$ cat src/logic/clk_ctrl_pkg.sv
// Shared constants, types and helpers for the multiplier branch clock control
package clk_ctrl_pkg;

  // ----------------------------------------------------------------
  // Clock and bus
  // ----------------------------------------------------------------
  localparam int          SYS_CLK_MHZ = 200;
  localparam int          ADDR_W      = 2;
  localparam int          DATA_W      = 16;
  localparam int          TIMER_W     = 16;

  localparam logic [1:0]  OFF_OSC_CTRL = 2'h0;
  localparam logic [1:0]  OFF_CFG      = 2'h1;
  localparam logic [1:0]  OFF_UNLOCK   = 2'h2;

  // ----------------------------------------------------------------
  // Field positions
  // ----------------------------------------------------------------
  localparam int          CUR_OSC_LSB  = 12;
  localparam int          NEW_OSC_LSB  = 8;
  localparam int          LOCK_BIT     = 5;
  localparam int          LPOSC_EN_BIT = 1;
  localparam int          SWITCH_BIT   = 0;
  localparam int          USB_ACT_BIT  = 15;
  localparam int          MULT_DIV_LSB = 12;
  localparam int          RC_POST_LSB  = 8;
  localparam int          SYS_DIV_LSB  = 6;

  // Key values are arbitrary
  localparam logic [15:0] UNLOCK_KEY1  = 16'h00c3;
  localparam logic [15:0] UNLOCK_KEY2  = 16'h003c;

  // ----------------------------------------------------------------
  // Ratios and timing
  // ----------------------------------------------------------------
  localparam logic [5:0]  BASIC_FACTOR = 6'h04;
  localparam logic [5:0]  USB_FACTOR   = 6'h18;
  localparam logic [1:0]  USB_BRANCH_DIV = 2'h2;
  localparam logic [1:0]  SYS_BRANCH_DIV = 2'h3;
  localparam int          READY_NS_DEF = 1000;
  localparam int          LOCK_NS_DEF  = 2000;

  typedef enum logic [2:0] {
    OSC_FAST_RC      = 3'b000,
    OSC_FAST_RC_MULT = 3'b001,
    OSC_PRIMARY      = 3'b010,
    OSC_PRIMARY_MULT = 3'b011,
    OSC_SECONDARY    = 3'b100,
    OSC_LOW_RC       = 3'b101,
    OSC_RESERVED     = 3'b110,
    OSC_FAST_RC_DIV  = 3'b111
  } osc_sel_t;

  typedef enum logic [1:0] {
    SRC_NONE    = 2'b00,
    SRC_PRIMARY = 2'b01,
    SRC_FAST_RC = 2'b10
  } mult_src_t;

  typedef struct packed {
    logic       usb_active;
    logic [2:0] mult_input_divide_sel;
    logic [2:0] fast_rc_postscale_sel;
    logic [1:0] sysclk_divide_sel;
  } cfg_t;

  localparam cfg_t        CFG_RESET    = '0;

  function automatic logic [3:0] prescale_ratio(input logic [2:0] sel);
    case (sel)
      3'b000:  prescale_ratio = 4'h1;
      3'b001:  prescale_ratio = 4'h2;
      3'b010:  prescale_ratio = 4'h3;
      3'b011:  prescale_ratio = 4'h4;
      3'b100:  prescale_ratio = 4'h5;
      3'b101:  prescale_ratio = 4'h6;
      3'b110:  prescale_ratio = 4'ha;
      default: prescale_ratio = 4'hc;
    endcase
  endfunction

endpackage

$ cat src/logic/pll_branch_ctrl.sv
// Multiplier branch, USB clock branch and secondary oscillator control
//
// Contract
// Basic variant multiplies its input by four; primary or fast RC may feed it.
// A change of multiplier source restarts the ready timer; output gated until done.
// USB variant turns a 4 MHz reference into a 96 MHz rate, factor 24.
// USB branch is a fixed divide by two, always 48 MHz.
// System branch divides by three, then by the selectable divider.
// Software sets the input divide field so the prescaler yields 4 MHz.
// Input divide codes select 1,2,3,4,5,6,10,12.
// Software uses only the listed input frequencies for USB.
// System divide field gives 32,16,8,4 MHz; instruction rate is half.
// With USB active software picks only the 32 or 16 MHz setting.
// System clock choices do not depend on the input divide field.
// Only primary multiplied modes clock the USB branch.
// Software keeps the system clock at or below 32 MHz.
// Fast RC plus multiplier should not clock USB.
// Read-only lock flag at bit 5 sets after the lock delay.
// Lock clears at reset, on switches to multiplier modes, and stays clear otherwise.
// Lock flag is a timer only; it never sees a real loss of lock.
// Setting the enable bit runs the secondary oscillator and claims its pins.
// Software unlocks before writing the control register; other writes are ignored.
// With enable set the secondary oscillator runs continuously.
// With enable clear it runs only while current field is 100.
// With enable clear, secondary selected and sleep, the oscillator stops.
// Fast RC multiplied mode is code 001, valid only with postscale 000 or 001.
// Ready interval and lock delay are parameters.
`timescale 1ns/1ps
module pll_branch_ctrl
  import clk_ctrl_pkg::*;
#(
  parameter bit       USB_VARIANT = 1'b1,
  parameter osc_sel_t INIT_OSC    = OSC_FAST_RC,
  parameter int       READY_NS    = READY_NS_DEF,
  parameter int       LOCK_NS     = LOCK_NS_DEF
) (
  input  wire logic              SYS_CLK,
  input  wire logic              RST_N,
  input  wire logic [ADDR_W-1:0] ADDR,
  input  wire logic [DATA_W-1:0] WDATA,
  input  wire logic              WR,
  input  wire logic              RD,
  output logic      [DATA_W-1:0] RDATA,
  input  wire logic              PRI_OSC_IN,
  input  wire logic              FRC_OSC_IN,
  input  wire logic              SLEEP,
  output logic                   SECONDARY_32K_OSC_RUN,
  output logic                   SECONDARY_32K_OSC_PINS_OWNED,
  output logic                   MULT_CLK_EN,
  output logic                   USB_CLK_EN,
  output logic                   SYS_CLK_EN,
  output logic                   INSTR_CLK_EN,
  output logic                   LOCK,
  output logic                   MULT_READY
);
  // ----------------------------------------------------------------
  // Derived timing
  // ----------------------------------------------------------------
  localparam int READY_CYC_I = (READY_NS * SYS_CLK_MHZ + 999) / 1000;
  localparam int LOCK_CYC_I  = (LOCK_NS * SYS_CLK_MHZ + 999) / 1000;
  localparam int READY_CYC   = (READY_CYC_I < 1) ? 1 : READY_CYC_I;
  localparam int LOCK_CYC    = (LOCK_CYC_I < 1) ? 1 : LOCK_CYC_I;

  if (READY_CYC >= (1 << TIMER_W) || LOCK_CYC >= (1 << TIMER_W)) begin : g_chk
    $error("Ready or lock interval exceeds timer width");
  end

  // ----------------------------------------------------------------
  // State
  // ----------------------------------------------------------------
  logic        pri_s1_r, pri_s2_r, pri_s3_r;
  logic        frc_s1_r, frc_s2_r, frc_s3_r;
  osc_sel_t    cur_osc_r, cur_osc_nxt;
  logic [2:0]  new_osc_r, new_osc_nxt;
  logic        lposc_en_r, lposc_en_nxt;
  cfg_t        cfg_r, cfg_nxt;
  logic        key_seen_r, key_seen_nxt;
  logic        unlocked_r, unlocked_nxt;
  logic        lock_nxt;
  mult_src_t   src_r, src_now;
  logic [5:0]  pend_r, pend_nxt;
  logic [DATA_W-1:0] rdata_nxt;
  logic        instr_ph_r, instr_ph_nxt;
  logic        secondary_32k_osc_run_nxt, mult_en_nxt, usb_en_nxt, sys_en_nxt, instr_en_nxt;

  logic        pri_edge, frc_edge, mult_in_edge, ref_tick, mult_raw, mult_tick;
  logic        pre_pulse, usb_pulse, div3_pulse, sysdiv_pulse, sys_tick;
  logic        ready_done, lock_done, restart, sw_to_mult, osc_wr;

  // Pin edges only read the second and third stages
  assign pri_edge = pri_s2_r & ~pri_s3_r;
  assign frc_edge = frc_s2_r & ~frc_s3_r;
  assign osc_wr   = WR && ADDR == OFF_OSC_CTRL && unlocked_r;

  // ----------------------------------------------------------------
  // Multiplier source and timers
  // ----------------------------------------------------------------
  always_comb begin
    unique case (cur_osc_r)
      OSC_FAST_RC_MULT: src_now = (cfg_r.fast_rc_postscale_sel <= 3'b001) ? SRC_FAST_RC
                                                                           : SRC_NONE;
      OSC_PRIMARY_MULT: src_now = SRC_PRIMARY;
      default:          src_now = SRC_NONE;
    endcase
  end

  assign sw_to_mult = osc_wr && WDATA[SWITCH_BIT] &&
                      (WDATA[NEW_OSC_LSB +: 3] == OSC_FAST_RC_MULT ||
                       WDATA[NEW_OSC_LSB +: 3] == OSC_PRIMARY_MULT);
  assign restart    = sw_to_mult || (src_now != src_r);

  interval_timer #(.W(TIMER_W)) u_ready (
    .clk     (SYS_CLK),
    .rst_n   (RST_N),
    .restart (restart),
    .limit   (TIMER_W'(READY_CYC)),
    .done    (ready_done)
  );

  interval_timer #(.W(TIMER_W)) u_lock (
    .clk     (SYS_CLK),
    .rst_n   (RST_N),
    .restart (restart),
    .limit   (TIMER_W'(LOCK_CYC)),
    .done    (lock_done)
  );

  // ----------------------------------------------------------------
  // Multiplier pulse chain
  // ----------------------------------------------------------------
  always_comb begin
    unique case (src_r)
      SRC_PRIMARY: mult_in_edge = pri_edge;
      SRC_FAST_RC: mult_in_edge = frc_edge;
      default:     mult_in_edge = 1'b0;
    endcase
  end

  // Prescaler ratio comes only from the input divide field
  pulse_divider #(.W(4)) u_prescale (
    .clk   (SYS_CLK),
    .rst_n (RST_N),
    .en_in (mult_in_edge),
    .ratio (prescale_ratio(cfg_r.mult_input_divide_sel)),
    .pulse (pre_pulse)
  );

  assign ref_tick = USB_VARIANT ? pre_pulse : mult_in_edge;

  // Each reference edge queues FACTOR output ticks, one released per cycle;
  // the input period must span at least FACTOR system cycles
  always_comb begin
    pend_nxt = pend_r - {5'h00, (pend_r != 6'h00)};
    if (ref_tick) begin
      pend_nxt = pend_nxt + (USB_VARIANT ? USB_FACTOR : BASIC_FACTOR);
    end
  end

  assign mult_raw  = (pend_r != 6'h00);
  // A restart blocks the cycle in which it happens, before the timer's done drops
  assign mult_tick = mult_raw && ready_done && !restart;

  pulse_divider #(.W(2)) u_usb_div (
    .clk   (SYS_CLK),
    .rst_n (RST_N),
    .en_in (mult_tick),
    .ratio (USB_BRANCH_DIV),
    .pulse (usb_pulse)
  );

  pulse_divider #(.W(2)) u_sys_div3 (
    .clk   (SYS_CLK),
    .rst_n (RST_N),
    .en_in (mult_tick),
    .ratio (SYS_BRANCH_DIV),
    .pulse (div3_pulse)
  );

  // Divider choice never looks at the prescale field
  pulse_divider #(.W(4)) u_sys_divn (
    .clk   (SYS_CLK),
    .rst_n (RST_N),
    .en_in (div3_pulse),
    .ratio (4'h1 << cfg_r.sysclk_divide_sel),
    .pulse (sysdiv_pulse)
  );

  // ----------------------------------------------------------------
  // Clock enables and secondary oscillator
  // ----------------------------------------------------------------
  always_comb begin
    unique case (cur_osc_r)
      OSC_FAST_RC_MULT,
      OSC_PRIMARY_MULT: sys_tick = USB_VARIANT ? sysdiv_pulse : mult_tick;
      OSC_PRIMARY:      sys_tick = pri_edge;
      OSC_FAST_RC,
      OSC_FAST_RC_DIV:  sys_tick = frc_edge;
      default:          sys_tick = 1'b0;
    endcase
    mult_en_nxt  = mult_tick;
    usb_en_nxt   = USB_VARIANT && usb_pulse && cur_osc_r == OSC_PRIMARY_MULT;
    sys_en_nxt   = sys_tick;
    instr_ph_nxt = instr_ph_r ^ sys_tick;
    instr_en_nxt = sys_tick && instr_ph_r;
    secondary_32k_osc_run_nxt = lposc_en_r || (cur_osc_r == OSC_SECONDARY && !SLEEP);
  end

  // ----------------------------------------------------------------
  // Registers and lock flag
  // ----------------------------------------------------------------
  always_comb begin
    cur_osc_nxt  = cur_osc_r;
    new_osc_nxt  = new_osc_r;
    lposc_en_nxt = lposc_en_r;
    cfg_nxt      = cfg_r;
    key_seen_nxt = 1'b0;
    unlocked_nxt = unlocked_r;
    rdata_nxt    = '0;
    if (WR) begin
      unique case (ADDR)
        OFF_UNLOCK: begin
          key_seen_nxt = (WDATA == UNLOCK_KEY1);
          if (key_seen_r && WDATA == UNLOCK_KEY2) begin
            unlocked_nxt = 1'b1;
          end
        end
        OFF_CFG: begin
          cfg_nxt.usb_active            = WDATA[USB_ACT_BIT];
          cfg_nxt.mult_input_divide_sel = WDATA[MULT_DIV_LSB +: 3];
          cfg_nxt.fast_rc_postscale_sel = WDATA[RC_POST_LSB +: 3];
          cfg_nxt.sysclk_divide_sel     = WDATA[SYS_DIV_LSB +: 2];
        end
        OFF_OSC_CTRL: begin
          if (unlocked_r) begin
            unlocked_nxt = 1'b0;
            new_osc_nxt  = WDATA[NEW_OSC_LSB +: 3];
            lposc_en_nxt = WDATA[LPOSC_EN_BIT];
            if (WDATA[SWITCH_BIT]) begin
              cur_osc_nxt = osc_sel_t'(WDATA[NEW_OSC_LSB +: 3]);
            end
          end
        end
        default: ;
      endcase
    end
    if (RD) begin
      unique case (ADDR)
        OFF_OSC_CTRL: begin
          rdata_nxt[CUR_OSC_LSB +: 3] = cur_osc_r;
          rdata_nxt[NEW_OSC_LSB +: 3] = new_osc_r;
          rdata_nxt[LOCK_BIT]         = LOCK;
          rdata_nxt[LPOSC_EN_BIT]     = lposc_en_r;
        end
        OFF_CFG: begin
          rdata_nxt[USB_ACT_BIT]         = cfg_r.usb_active;
          rdata_nxt[MULT_DIV_LSB +: 3]   = cfg_r.mult_input_divide_sel;
          rdata_nxt[RC_POST_LSB +: 3]    = cfg_r.fast_rc_postscale_sel;
          rdata_nxt[SYS_DIV_LSB +: 2]    = cfg_r.sysclk_divide_sel;
        end
        default: rdata_nxt = '0;
      endcase
    end
    // Timer based only: once set, nothing but a restart or leaving the
    // multiplier clears it, so a real loss of lock goes unseen
    if (restart || src_now == SRC_NONE) begin
      lock_nxt = 1'b0;
    end else begin
      lock_nxt = LOCK || lock_done;
    end
  end

  always_ff @(posedge SYS_CLK) begin
    if (!RST_N) begin
      pri_s1_r        <= 1'b0;
      pri_s2_r        <= 1'b0;
      pri_s3_r        <= 1'b0;
      frc_s1_r        <= 1'b0;
      frc_s2_r        <= 1'b0;
      frc_s3_r        <= 1'b0;
      cur_osc_r       <= INIT_OSC;
      new_osc_r       <= INIT_OSC;
      lposc_en_r      <= 1'b0;
      cfg_r           <= CFG_RESET;
      key_seen_r      <= 1'b0;
      unlocked_r      <= 1'b0;
      src_r           <= SRC_NONE;
      pend_r          <= 6'h00;
      instr_ph_r      <= 1'b0;
      RDATA           <= '0;
      LOCK            <= 1'b0;
      MULT_READY      <= 1'b0;
      SECONDARY_32K_OSC_RUN        <= 1'b0;
      SECONDARY_32K_OSC_PINS_OWNED <= 1'b0;
      MULT_CLK_EN     <= 1'b0;
      USB_CLK_EN      <= 1'b0;
      SYS_CLK_EN      <= 1'b0;
      INSTR_CLK_EN    <= 1'b0;
    end else begin
      pri_s1_r        <= PRI_OSC_IN;
      pri_s2_r        <= pri_s1_r;
      pri_s3_r        <= pri_s2_r;
      frc_s1_r        <= FRC_OSC_IN;
      frc_s2_r        <= frc_s1_r;
      frc_s3_r        <= frc_s2_r;
      cur_osc_r       <= cur_osc_nxt;
      new_osc_r       <= new_osc_nxt;
      lposc_en_r      <= lposc_en_nxt;
      cfg_r           <= cfg_nxt;
      key_seen_r      <= key_seen_nxt;
      unlocked_r      <= unlocked_nxt;
      src_r           <= src_now;
      pend_r          <= pend_nxt;
      instr_ph_r      <= instr_ph_nxt;
      RDATA           <= rdata_nxt;
      LOCK            <= lock_nxt;
      MULT_READY      <= ready_done && src_now != SRC_NONE && !restart;
      SECONDARY_32K_OSC_RUN        <= secondary_32k_osc_run_nxt;
      SECONDARY_32K_OSC_PINS_OWNED <= lposc_en_r;
      MULT_CLK_EN     <= mult_en_nxt;
      USB_CLK_EN      <= usb_en_nxt;
      SYS_CLK_EN      <= sys_en_nxt;
      INSTR_CLK_EN    <= instr_en_nxt;
    end
  end

  // ----------------------------------------------------------------
  // Assertions
  // ----------------------------------------------------------------
  a_lock_switch_clear: assert property (@(posedge SYS_CLK) disable iff (!RST_N)
    sw_to_mult |=> !LOCK [*2]) else $error("Lock not cleared on switch to multiplier");
  a_lock_no_mult: assert property (@(posedge SYS_CLK) disable iff (!RST_N)
    src_r == SRC_NONE && $past(src_r) == SRC_NONE |-> !LOCK)
    else $error("Lock set without multiplier source");
  a_lock_needs_timer: assert property (@(posedge SYS_CLK) disable iff (!RST_N)
    $rose(LOCK) |-> $past(lock_done)) else $error("Lock set before lock delay");
  a_secondary_32k_osc_enabled_run: assert property (@(posedge SYS_CLK) disable iff (!RST_N)
    lposc_en_r |=> SECONDARY_32K_OSC_RUN && SECONDARY_32K_OSC_PINS_OWNED) else $error("Secondary osc not running");
  a_secondary_32k_osc_sleep_stop: assert property (@(posedge SYS_CLK) disable iff (!RST_N)
    !lposc_en_r && SLEEP |=> !SECONDARY_32K_OSC_RUN) else $error("Secondary osc runs in sleep");
  a_secondary_32k_osc_intermittent: assert property (@(posedge SYS_CLK) disable iff (!RST_N)
    !lposc_en_r && cur_osc_r != OSC_SECONDARY |=> !SECONDARY_32K_OSC_RUN)
    else $error("Secondary osc runs while unselected");
  a_locked_write_drop: assert property (@(posedge SYS_CLK) disable iff (!RST_N)
    WR && ADDR == OFF_OSC_CTRL && !unlocked_r |=> $stable(lposc_en_r) && $stable(cur_osc_r))
    else $error("Control write taken without unlock");
  a_usb_primary_only: assert property (@(posedge SYS_CLK) disable iff (!RST_N)
    USB_CLK_EN |-> $past(cur_osc_r) == OSC_PRIMARY_MULT) else $error("USB clock from wrong source");
  a_ready_gates_mult: assert property (@(posedge SYS_CLK) disable iff (!RST_N)
    restart |=> !MULT_CLK_EN [*2]) else $error("Multiplier output before ready");
  a_mult_factor: assert property (@(posedge SYS_CLK) disable iff (!RST_N)
    ref_tick && pend_r == 6'h00 |=> pend_r == (USB_VARIANT ? USB_FACTOR : BASIC_FACTOR))
    else $error("Wrong multiplication factor");
  a_lock_readback: assert property (@(posedge SYS_CLK) disable iff (!RST_N)
    RD && ADDR == OFF_OSC_CTRL |=> RDATA[LOCK_BIT] == $past(LOCK)) else $error("Lock readback wrong");
endmodule

$ cat src/logic/pulse_divider.sv
// Divides a stream of enable pulses by a run-time ratio
`timescale 1ns/1ps
module pulse_divider #(
  parameter int W = 4
) (
  input  wire logic         clk,
  input  wire logic         rst_n,
  input  wire logic         en_in,
  input  wire logic [W-1:0] ratio,
  output logic              pulse
);
  if (W < 1) begin : g_chk
    $error("pulse_divider needs W of at least 1");
  end

  logic [W-1:0] cnt_r;
  logic [W-1:0] cnt_nxt;
  logic         pulse_nxt;

  // Ratio 0 behaves as ratio 1 so a bad setting cannot freeze the chain
  always_comb begin
    cnt_nxt   = cnt_r;
    pulse_nxt = 1'b0;
    if (en_in) begin
      if (cnt_r + W'(1) >= ratio) begin
        cnt_nxt   = '0;
        pulse_nxt = 1'b1;
      end else begin
        cnt_nxt = cnt_r + W'(1);
      end
    end
  end

  always_ff @(posedge clk) begin
    if (!rst_n) begin
      cnt_r <= '0;
      pulse <= 1'b0;
    end else begin
      cnt_r <= cnt_nxt;
      pulse <= pulse_nxt;
    end
  end
endmodule

$ cat src/logic/interval_timer.sv
// Restartable interval timer that raises done after a set number of cycles
`timescale 1ns/1ps
module interval_timer #(
  parameter int W = 16
) (
  input  wire logic         clk,
  input  wire logic         rst_n,
  input  wire logic         restart,
  input  wire logic [W-1:0] limit,
  output logic              done
);
  if (W < 2) begin : g_chk
    $error("interval_timer needs W of at least 2");
  end

  logic [W-1:0] cnt_r;
  logic [W-1:0] cnt_nxt;
  logic         done_nxt;

  always_comb begin
    cnt_nxt  = cnt_r;
    done_nxt = done;
    if (restart) begin
      cnt_nxt  = '0;
      done_nxt = 1'b0;
    end else if (!done) begin
      cnt_nxt  = cnt_r + W'(1);
      done_nxt = (cnt_r + W'(1) >= limit);
    end
  end

  always_ff @(posedge clk) begin
    if (!rst_n) begin
      cnt_r <= '0;
      done  <= 1'b0;
    end else begin
      cnt_r <= cnt_nxt;
      done  <= done_nxt;
    end
  end
endmodule

$ cat config.mk
export PLATFORM = sky130hd
export DESIGN_NAME = pll_branch_ctrl
export DESIGN_NICKNAME = d
export VERILOG_FILES = /design/src/logic/clk_ctrl_pkg.sv /design/src/logic/pll_branch_ctrl.sv /design/src/logic/pulse_divider.sv /design/src/logic/interval_timer.sv
export SDC_FILE = /design/constraint.sdc
export NUM_CORES = 1
export LEC_CHECK = 0
export BUFFER_PORTS_ARGS = -buffer_cell sky130_fd_sc_hd__buf_4
export CAP_MARGIN = 20
export CELL_PAD_IN_SITES_DETAIL_PLACEMENT = 0
export CELL_PAD_IN_SITES_GLOBAL_PLACEMENT = 1
export CORE_UTILIZATION = 32
export CTS_CLUSTER_DIAMETER = 60
export DETAILED_ROUTE_END_ITERATION = 10
export PLACE_DENSITY = 0.58
export SLEW_MARGIN = 5
export SYNTH_ARGS = -nofsm -noshare
export SYNTH_HDL_FRONTEND = slang
export SYNTH_SLANG_ARGS = --single-unit
$ cat constraint.sdc
create_clock -name SYS_CLK -period 2.3 [get_ports SYS_CLK]
set_input_delay 0.23 -clock SYS_CLK [delete_from_list [all_inputs] [get_ports SYS_CLK]]
set_output_delay 0.23 -clock SYS_CLK [all_outputs]
set_load 0.03 [all_outputs]
* Word level (Yosys, flattened, before mapping)
Index checks and enable logic that the tools add are counted.
W data, S select, Z words.
** Storage, ports and cells
- Output and inout bits :: 24
- Latch bits :: 0
- Memories kept :: 0
- Bits in read-only memories :: 0
- Input port bits :: 25
- Word-level logic and storage cells :: 146
- Bits in writable memories :: 0
- Bits in registers :: 107
** Operators by class
- Mux-type cells :: 20
- Bitwise logic cells :: 6
- Reductions and logical operators :: 41
- Shift operators :: 1
- Divide/modulo/power cells :: 0
- Equality and inequality tests :: 21
- Add/subtract/negate cells :: 8
- Multiply operators :: 0
- Order comparisons :: 7
** Operators by type and width (count)
- $add A16 B1 Y16 const B :: 2
- $pmux W4 S7 :: 1
- $eq A16 B6 Y1 const B :: 1
- $eq A16 B8 Y1 const B :: 1
- $ge A16 B8 Y1 const B :: 1
- $ge A16 B9 Y1 const B :: 1
- $eq A3 B2 Y1 const B :: 5
- $eq A3 B3 Y1 const B :: 5
- $reduce_and A3 Y1 :: 5
- $logic_and A1 B1 Y1 :: 12
- $pmux W3 S2 :: 2
- $reduce_and A2 Y1 :: 5
- $eq A3 B1 Y1 const B :: 3
- $add A4 B1 Y4 const B :: 2
- $ge A4 B4 Y1 :: 2
- $mux W4 :: 2
- $reduce_or A2 Y1 :: 4
- $mux W1 :: 7
- $add A6 B5 Y6 const B :: 1
- $logic_not A3 Y1 :: 2
- $mux W2 :: 3
- $mux W6 :: 1
- $reduce_bool A6 Y1 :: 1
- $sub A6 B1 Y6 :: 1
- other kinds (19) :: 34

* Logic depth before layout (Yosys ltp)
Gate-level depths: netlist of the first run.
- Depth in word-level cells :: 9
- Depth in mapped cells :: 11
- Gate-level depth less buffers :: 11

* By module
From an unflattened synthesis of the first run, not the netlist that was laid out.
** Unflattened totals
- Cells, all modules :: 674
- Area total of the unflattened synthesis :: 5997.0 um2
** Modules (own cells, without submodules)
- interval_timer :: seq. area each 340.3 um2, area an instance 1382.6 um2, cells an instance 173, times used 2
- pll_branch_ctrl :: seq. area each 1041.0 um2, area an instance 2188.3 um2, cells an instance 218, times used 1
- pulse_divider (u_prescale ...) :: seq. area each 100.1 um2, area an instance 355.3 um2, cells an instance 38, times used 2
- pulse_divider (u_sys_div3 ...) :: seq. area each 60.1 um2, area an instance 166.4 um2, cells an instance 17, times used 2

* Worst setup path before layout of the first run
Ideal clock, no wire load.
- Kind :: register to register
- From :: reg cfg_r[6] (netlist name)
- To :: reg u_prescale.cnt_r[2]
- Path slack :: 0.367 ns
- Path buffers :: 1
- Clock period less this slack :: 1.933 ns
- Stages on the path, launching flop included :: 10
- Required time :: 2.226 ns
- Data arrival time :: 1.858 ns
- Library setup time :: 0.074 ns
- Cells stage by stage :: dfxtp_1 -> clkbuf_1 -> a21oi_1 -> ha_1 -> nand2b_1 -> a21o_1 -> a21o_1 -> a21oi_1 -> a21boi_0 -> o21ai_0
** On the way
- Cells in the longest elaborated chain, start to end :: 4
- Elaborated cells between the ends (all ways) :: 10
- Classes of those cells :: order compare (1); eq/ne (6); mux (2); reduce/logical (1)
** Ends and longest elaborated chain
- start, declared :: line pll_branch_ctrl.sv:76 : cfg_t cfg_r, cfg_nxt;
- start signal, assigned :: line pll_branch_ctrl.sv:308 : cfg_r <= cfg_nxt;
- $eq A3 B3 Y1 (tied with other cells) :: line clk_ctrl_pkg.sv:70 : case (sel)
- $pmux W4 S7 (*) :: line clk_ctrl_pkg.sv:70
- $ge A4 B4 Y1 (*) :: line pulse_divider.sv:25 : if (cnt_r + W'(1) >= ratio) begin
- $mux W4 (*) :: line pulse_divider.sv:25
- end signal, assigned :: line pulse_divider.sv:39 : cnt_r <= cnt_nxt;
- end, declared :: line pulse_divider.sv:16 : logic [W-1:0] cnt_r;
Mark *: on every way between the ends. The rest lies on a longest branch, timed or not.
A chain may end at the register's enable or synchronous reset.

* Worst setup path in the final report of the first run
Same ends and word-level chain as after synthesis.

==> results of run 1 <==
## placed cells by master, fill, tap and decap left out, types with 11 or more instances in the layout
cell | Yosys | routed
and2_1 | 15 | 15
and3_1 | 12 | 12
buf_4 | 7 | 47
dfxtp_1 | 102 | 102
ha_1 | 19 | 19
inv_1 | 11 | 11
mux2i_1 | 25 | 25
nand2_1 | 39 | 39
nand3_1 | 29 | 29
nor2_1 | 66 | 66
nor2b_1 | 22 | 22
o21ai_0 | 13 | 13
xnor2_1 | 24 | 24
xor2_1 | 23 | 23
## worst max-delay path, cell delays in order (launching register included)
cell      delay (ns)
dfxtp_1         0.45
a21oi_1         0.10
ha_1            0.27
nand2b_1        0.13
a21o_1          0.17
a21o_1          0.17
a21oi_1         0.38
a21boi_0        0.15
o21ai_0         0.16
## cell type report
class	count	area (um2)	share of cell area (%)
inverters	11	41.29	0.7364
clock buffers	9	225.2	4.017
repair buffers	48	372.9	6.650
multi-input cells	402	2629	46.89
clock inverters	7	66.31	1.183
well taps	184	230.2	4.106
flip-flops and latches	102	2042	36.42
## registers in the layout (all words and copies together), names as in the netlist, 2 cells and up
name              cells
cfg_r                 9
u_sys_divn.cnt_r      4
new_osc_r             3
src_r                 2
pend_r                6
cur_osc_r             3
RDATA                11
u_ready.cnt_r        16
u_sys_div3.cnt_r      2
u_prescale.cnt_r      4
u_lock.cnt_r         16
u_usb_div.cnt_r       2
## worst min path at each step
stage,to,slack (ns),cells past startpoint
2_1_floorplan,frc_s1_r,0.36,1
3_3_place_gp,frc_s2_r,0.42,1
3_5_place_dp,frc_s2_r,0.42,1
4_1_cts,frc_s1_r,0.06,2
5_1_grt,frc_s1_r,0.07,2
6_report,frc_s1_r,0.08,2
## per-layer routing
layer	global-route usage (%)	vias to the layer above
met5	0	-
met1	17.05	1671
met4	4.232	0
met2	22.67	56
li1	-	1912
met3	4.151	14
## cell families after synthesis
logic type,after synthesis
other cells,1
flops,102
buf+inv,39
xor+xnor,47
simple gates,251
fa+ha+maj,19
compound gates,54
mux,26
## power by group
group          total (mW)  leakage (nW)  switching, mW  internal (mW)
Combinational       0.485          1.21          0.244          0.241
Clock                1.49         0.136          0.736          0.757
Sequential           1.89         0.826         0.0570           1.83
## what timing repair did
item,4_1_cts,5_1_grt
setup endpoints to repair,0,1
buffers inserted,0,0
resized for setup,0,1
## metrics by stage
step | instance area [um2] | utilization [%] | cells | power [mW]
global route | 5607 | 38.29 | 763 | 4.102
CTS | 5602 | 38.25 | 763 | 3.948
floorplan | 4853 | - | 543 | 2.299
global placement | 5310 | 36.26 | 747 | 2.418
finish | 5607 | 38.29 | 763 | 3.869
detailed placement | 5310 | 36.26 | 747 | 2.420
==> impl_results.md, run 1 <==
* Run status: finished, final reports clean
* Post-synth top cells: 102 x dfxtp_1, 66 x nor2_1, 39 x nand2_1
* Syn_area_per_cell at between 8 and 9 um2
* Post-synth EDFFs at 0
* Initial DRC Count at 154
* Largest net degree at the start of global routing at 37
* Die area at 15620 um2
* Worst R2R Path Depth at 8
* Critical path origin: cfg_r[6]
* RR Endpoint: u_prescale.cnt_r[2]
* Sequential-to-total area share from yosys stat at between 40 and 50%
* Mux cell area share after synthesis at between 5 and 6%
* M1 wire length at roughly 5000 um
* Detailed-routed wire length on met2 at between 4000 and 5000 um
* Initial antenna violation count at 0
* Hold WS at around 0.078 ns
* Pwr Density at between 600 and 700 nW/um2
* Setup WS pre-CTS at 0.1910 ns
* Yosys cell types at 54
* Die Span Y at 125.0 um
* DPL Wire Length at roughly 7000 um
* Number of global-route vias before repair at 3600
* Synth Area in Compound Gates at under 10%
* Post-layout nets at between 600 and 700
* Final WS setup at 0.2499 ns
* # fillers at ~1500
* DR vias/cell at 4.788
* Final period util at between 80% and 90%
* Share of cells above drive strength 1 at 12.44%
* Hold path start: FRC_OSC_IN
* CTS tree: yes
* Effective utilization at floorplan at 33.04%
* Leading area contributor after synthesis: dfxtp_1
* Xor and xnor fraction of the mapped netlist area at 8.508%
* Clk sinks at ~100
* Met3 WL at 330 um
* Worst Tran Pin Value at 0.6693 ns
* Cell row count at 44
* Synth top area share at between 40 and 50%
* VDD IR max at approximately 0.36 mV
* Synthesis-to-layout area growth at 15.88%
* Register bit total from synthesis at about 100
* CTS Buf Count at 9
* Post-synthesis async set-or-reset flop share at 0%
* Clock Tree Root: clkbuf_16
* Unrepaired setup endpoints after global routing: false
* Reg2reg start: cfg_r[6]
* IO Port Bufs at 43
* Total track usage at a little over an eighth
* Worst-path clk slew at 0.07 ns
* Peak Freq at roughly 0.5 GHz
* Hold WC Path Type: primary input to flop
* Required @ worst endpoint at 2.58 ns
* Worst-skew pair later-pin latency at approximately 0.36 ns
* Slew Limit Fails at 0
* Hold Vio Cnt, Final at 0
* Primary FF master, synth: dfxtp_1
* Remaining DRCs at 0
* Synth area leaders: dfxtp_1 42%, mux2i_1 5.2%, nor2_1 5.1%
* Vias at roughly 3700
* Crit-path max FO at 6
* Top-count cell post-synth: dfxtp_1
* R2r setup slk at 0.25 ns
* Setup TNS at 0 ns
* Total Wirelength at between 10000 and 15000 um
* GP Congestion at about 0.77
* ANT nets after route at 0
* Leak at approximately 2.2 nW
* Number of diodes at 0
* DIE WIDTH at 125.0 um
* Top layer in use: met4
* Synth Area in Adders at ~4.9%
* Routed len/inst at approximately 13 um
* Netlist Area Pre-Place at 4838 um2
* Num ports at just under 50
* First-pass GRT wire length at about 17000 um
* Minimum clock period at around 2 ns
* Simple-gate share of the synthesized area at ~27%
* DR pass1 iterations at 4
* CP Capture Type: flop
* CP endpoint: u_prescale.cnt_r[2]
* Critical path class: flop to flop
* Hold_buf cts at 0
* Data arrival, critical path at about 2.3 ns
* Synth warnings at 0
* Placeable Area at around 15000 um2
* Rel. slew slack at a little under three fifths
* Clock Path Buffers at 2
* Max Cap Viol at 0
* H-tree depth at 3
* Critical Path Source Type: flop
* Grt ovf at 0
* Cells after synthesis at about 540
* Final setup skew at about 0.014 ns
* Final setup viols at 0
* Largest family of logic cells by synthesized area: simple AND/OR/NAND/NOR gates
(Power assumes the default switching activity.)
==> run 2: changes to the inputs <==
--- a/config.mk
+++ b/config.mk
@@ -9,10 +9,10 @@
 export CAP_MARGIN = 20
 export CELL_PAD_IN_SITES_DETAIL_PLACEMENT = 0
 export CELL_PAD_IN_SITES_GLOBAL_PLACEMENT = 1
-export CORE_UTILIZATION = 32
+export CORE_UTILIZATION = 45
 export CTS_CLUSTER_DIAMETER = 60
 export DETAILED_ROUTE_END_ITERATION = 10
-export PLACE_DENSITY = 0.58
+export PLACE_DENSITY = 0.77
 export SLEW_MARGIN = 5
 export SYNTH_ARGS = -nofsm -noshare
 export SYNTH_HDL_FRONTEND = slang
==> run 2 against run 1 <==
Clock skew shrank 0.0017 ns; sequential share of layout area increased by 1.1 points; critical path type unchanged; power down 9.4%; cell area fell by 3.0%; critical path depth rose by 3; critical endpoint is now pend_r[5]; fmax down 2.2%; combinational power grew 1%; via count grew 2.1%.
==> impl_results.md, run 2 (synthesis results as in run 1) <==
* Run status: finished, final reports clean
* Commonest non-fill, non-tap cell in the layout: dfxtp_1
* DR vias/cell at 5.217 (+9.0%)
* Cell row count at 37 (-16%)
* Synthesis-to-layout area growth at 12.39%
* Initial antenna violation count at 0 (unchanged)
* Area of the multi-input gates at 2633 um2 (+0.14%)
* Clock Path Buffers at 2 (unchanged)
* Final period util at 91.14% (+2.0 points)
* Critical Path Source Type: flop
* Grt ovf at 0 (unchanged)
* RR Endpoint: pend_r[5]
* Die area at 11170 um2 (-28%)
* Worst Hold Depth at 2 (unchanged)
* Sequential Area at 2042 um2 (unchanged)
* VDD IR max at 0.2586 mV (-27%)
* Crit-path max FO at 4 (-2)
* Clk sinks at 102 (unchanged)
* H-tree depth at 3 (unchanged)
* Hold Vio Cnt, Final at 0 (unchanged)
* Number of diodes at 0 (unchanged)
* Met3 WL at 316 um (-4.2%)
* Number of global-route vias before repair at 3526 (-2.1%)
* Largest registers: u_lock.cnt_r x16, u_ready.cnt_r x16, RDATA x11
* Hold path endpoint: pri_s1_r
* Worst-path clk slew at 0.10 ns (+0.03 ns)
* Total track usage at 18.03% (+4.3 points)
* Slew Limit Fails at 0 (unchanged)
* Unrepaired setup endpoints after global routing: false
* CTS Buf Count at 9 (unchanged)
* # fillers at 999 (-33%)
* Hold WC Path Type: primary input to flop
* Hold path start: PRI_OSC_IN
* Clock Tree Root: clkbuf_8
* Hold_buf cts at 0 (unchanged)
* Final WS setup at 0.2038 ns (-0.04603 ns)
* Rel. slew slack at 58.69% (+3.5 points)
* Worst R2R Path Depth at 11 (+3)
* Largest net degree at the start of global routing at 37 (unchanged)
* CTS tree: yes
* First-pass GRT wire length at 16190 um (-5.9%)
* Routed len/inst at 13.18 um (+0.13%)
* R2r setup slk at 0.20 ns (-0.05 ns)
* CP Capture Type: flop
* Post-layout nets at 618 (unchanged)
* IO Port Bufs at 43 (unchanged)
* DPL Wire Length at 6631 um (-5.7%)
* Share of cells above drive strength 1 at 12.61% (+0.17 points)
* Final setup viols at 0 (unchanged)
* Setup TNS at 0 ns (unchanged)
* Required @ worst endpoint at 2.58 ns (about the same)
* ANT nets after route at 0 (unchanged)
* Top layer in use: met4
* Total Wirelength at 9421 um (-6.2%)
* Worst Tran Pin Value at 0.6177 ns (-0.05160 ns)
* Leak at 2.122 nW (-2.1%)
* Setup WS pre-CTS at 0.1525 ns (-0.03848 ns)
* Critical path class: flop to flop
* Detailed-routed wire length on met2 at 4375 um (-3.4%)
* Peak Freq at 0.4771 GHz (-2.2%)
* DIE WIDTH at 105.7 um (-15%)
* Minimum clock period at 2.096 ns (+0.04603 ns)
* Die Span Y at 105.7 um (-15%)
* Reg2reg start: pend_r[2]
* Num ports at 49 (unchanged)
* Effective utilization at floorplan at 46.66% (+14 points)
* Pwr Density at 644.8 nW/um2 (-6.6%)
* Final setup skew at 0.01216 ns (-0.001738 ns)
* DR pass1 iterations at 4 (unchanged)
* Initial DRC Count at 116 (-25%)
* Worst-skew pair later-pin latency at 0.38 ns (+0.02 ns)
* Data arrival, critical path at 2.38 ns (+0.05 ns)
* Vias at 3730 (+2.1%)
* GP Congestion at 0.7740 (+0.93%)
* Max Cap Viol at 0 (unchanged)
* Most frequent cells in the layout: 102 x dfxtp_1, 66 x nor2_1, 48 x buf_4
* Placeable Area at 10370 um2 (-29%)
* Remaining DRCs at 0 (unchanged)
* M1 wire length at 4560 um (-9.0%)
==> run 2: where the power goes <==
group          internal, mW  switching (mW)
combinational         0.242           0.250
clock                 0.463           0.656
sequential             1.83          0.0615
==> run 2: layout make-up <==
class                      instances  area share [%]
multi-input combinational        402           48.41
sequential                       102           37.55
clock inverter                     5          0.7363
timing repair buffer              48           6.627
clock buffer                      11           2.784
inverter                          11          0.7593
tap                              136           3.129
==> run 2: worst max path at each step <==
stage / start / to / slack (ns) / cells past startpoint
5_1_grt: pend_r[2] / pend_r[5] / 0.01 / 11
4_1_cts: pend_r[2] / pend_r[5] / 0.13 / 11
6_report: pend_r[2] / pend_r[5] / 0.20 / 11
2_1_floorplan: cfg_r[6] / u_prescale.cnt_r[2] / 0.37 / 9
3_5_place_dp: pend_r[2] / pend_r[5] / 0.15 / 11
3_3_place_gp: pend_r[2] / pend_r[5] / 0.28 / 11
==> run 2: per-layer routing <==
| layer | global-route usage [%] | up-vias |
|---|---|---|
| met5 | 0 | - |
| met2 | 29.51 | 67 |
| met3 | 2.845 | 13 |
| met4 | 7.540 | 0 |
| li1 | - | 1914 |
| met1 | 23.55 | 1736 |
==> run 2: worst max-delay path, cell delays in order, from the launching register on <==
cell and delay, ns:
dfxtp_1 0.37, nor3_2 0.24, nand2_1 0.10, ha_1 0.23
ha_1 0.21, nand2_1 0.08, xor2_1 0.20, ha_1 0.17
nor2b_1 0.05, xnor2_1 0.16, xnor2_1 0.13, nor2b_1 0.05
==> run 2: repair_timing <==
item | CTS | global route
buffers inserted | 0 | 0
resized for setup | 0 | 2
setup endpoints to repair | 0 | 3
==> run 2: through the flow <==
step	instances	utilization [%]	cell area (um2)	hold slack, ns	total power, mW
after floorplan	543	-	4853	0.3573	2.299
after global routing	715	52.44	5438	0.03930	3.697
after global placement	699	50.51	5238	0.4174	2.405
after detailed placement	699	50.51	5238	0.4258	2.421
after CTS	715	52.35	5429	0.03440	3.531
final	715	52.44	5438	0.05155	3.506
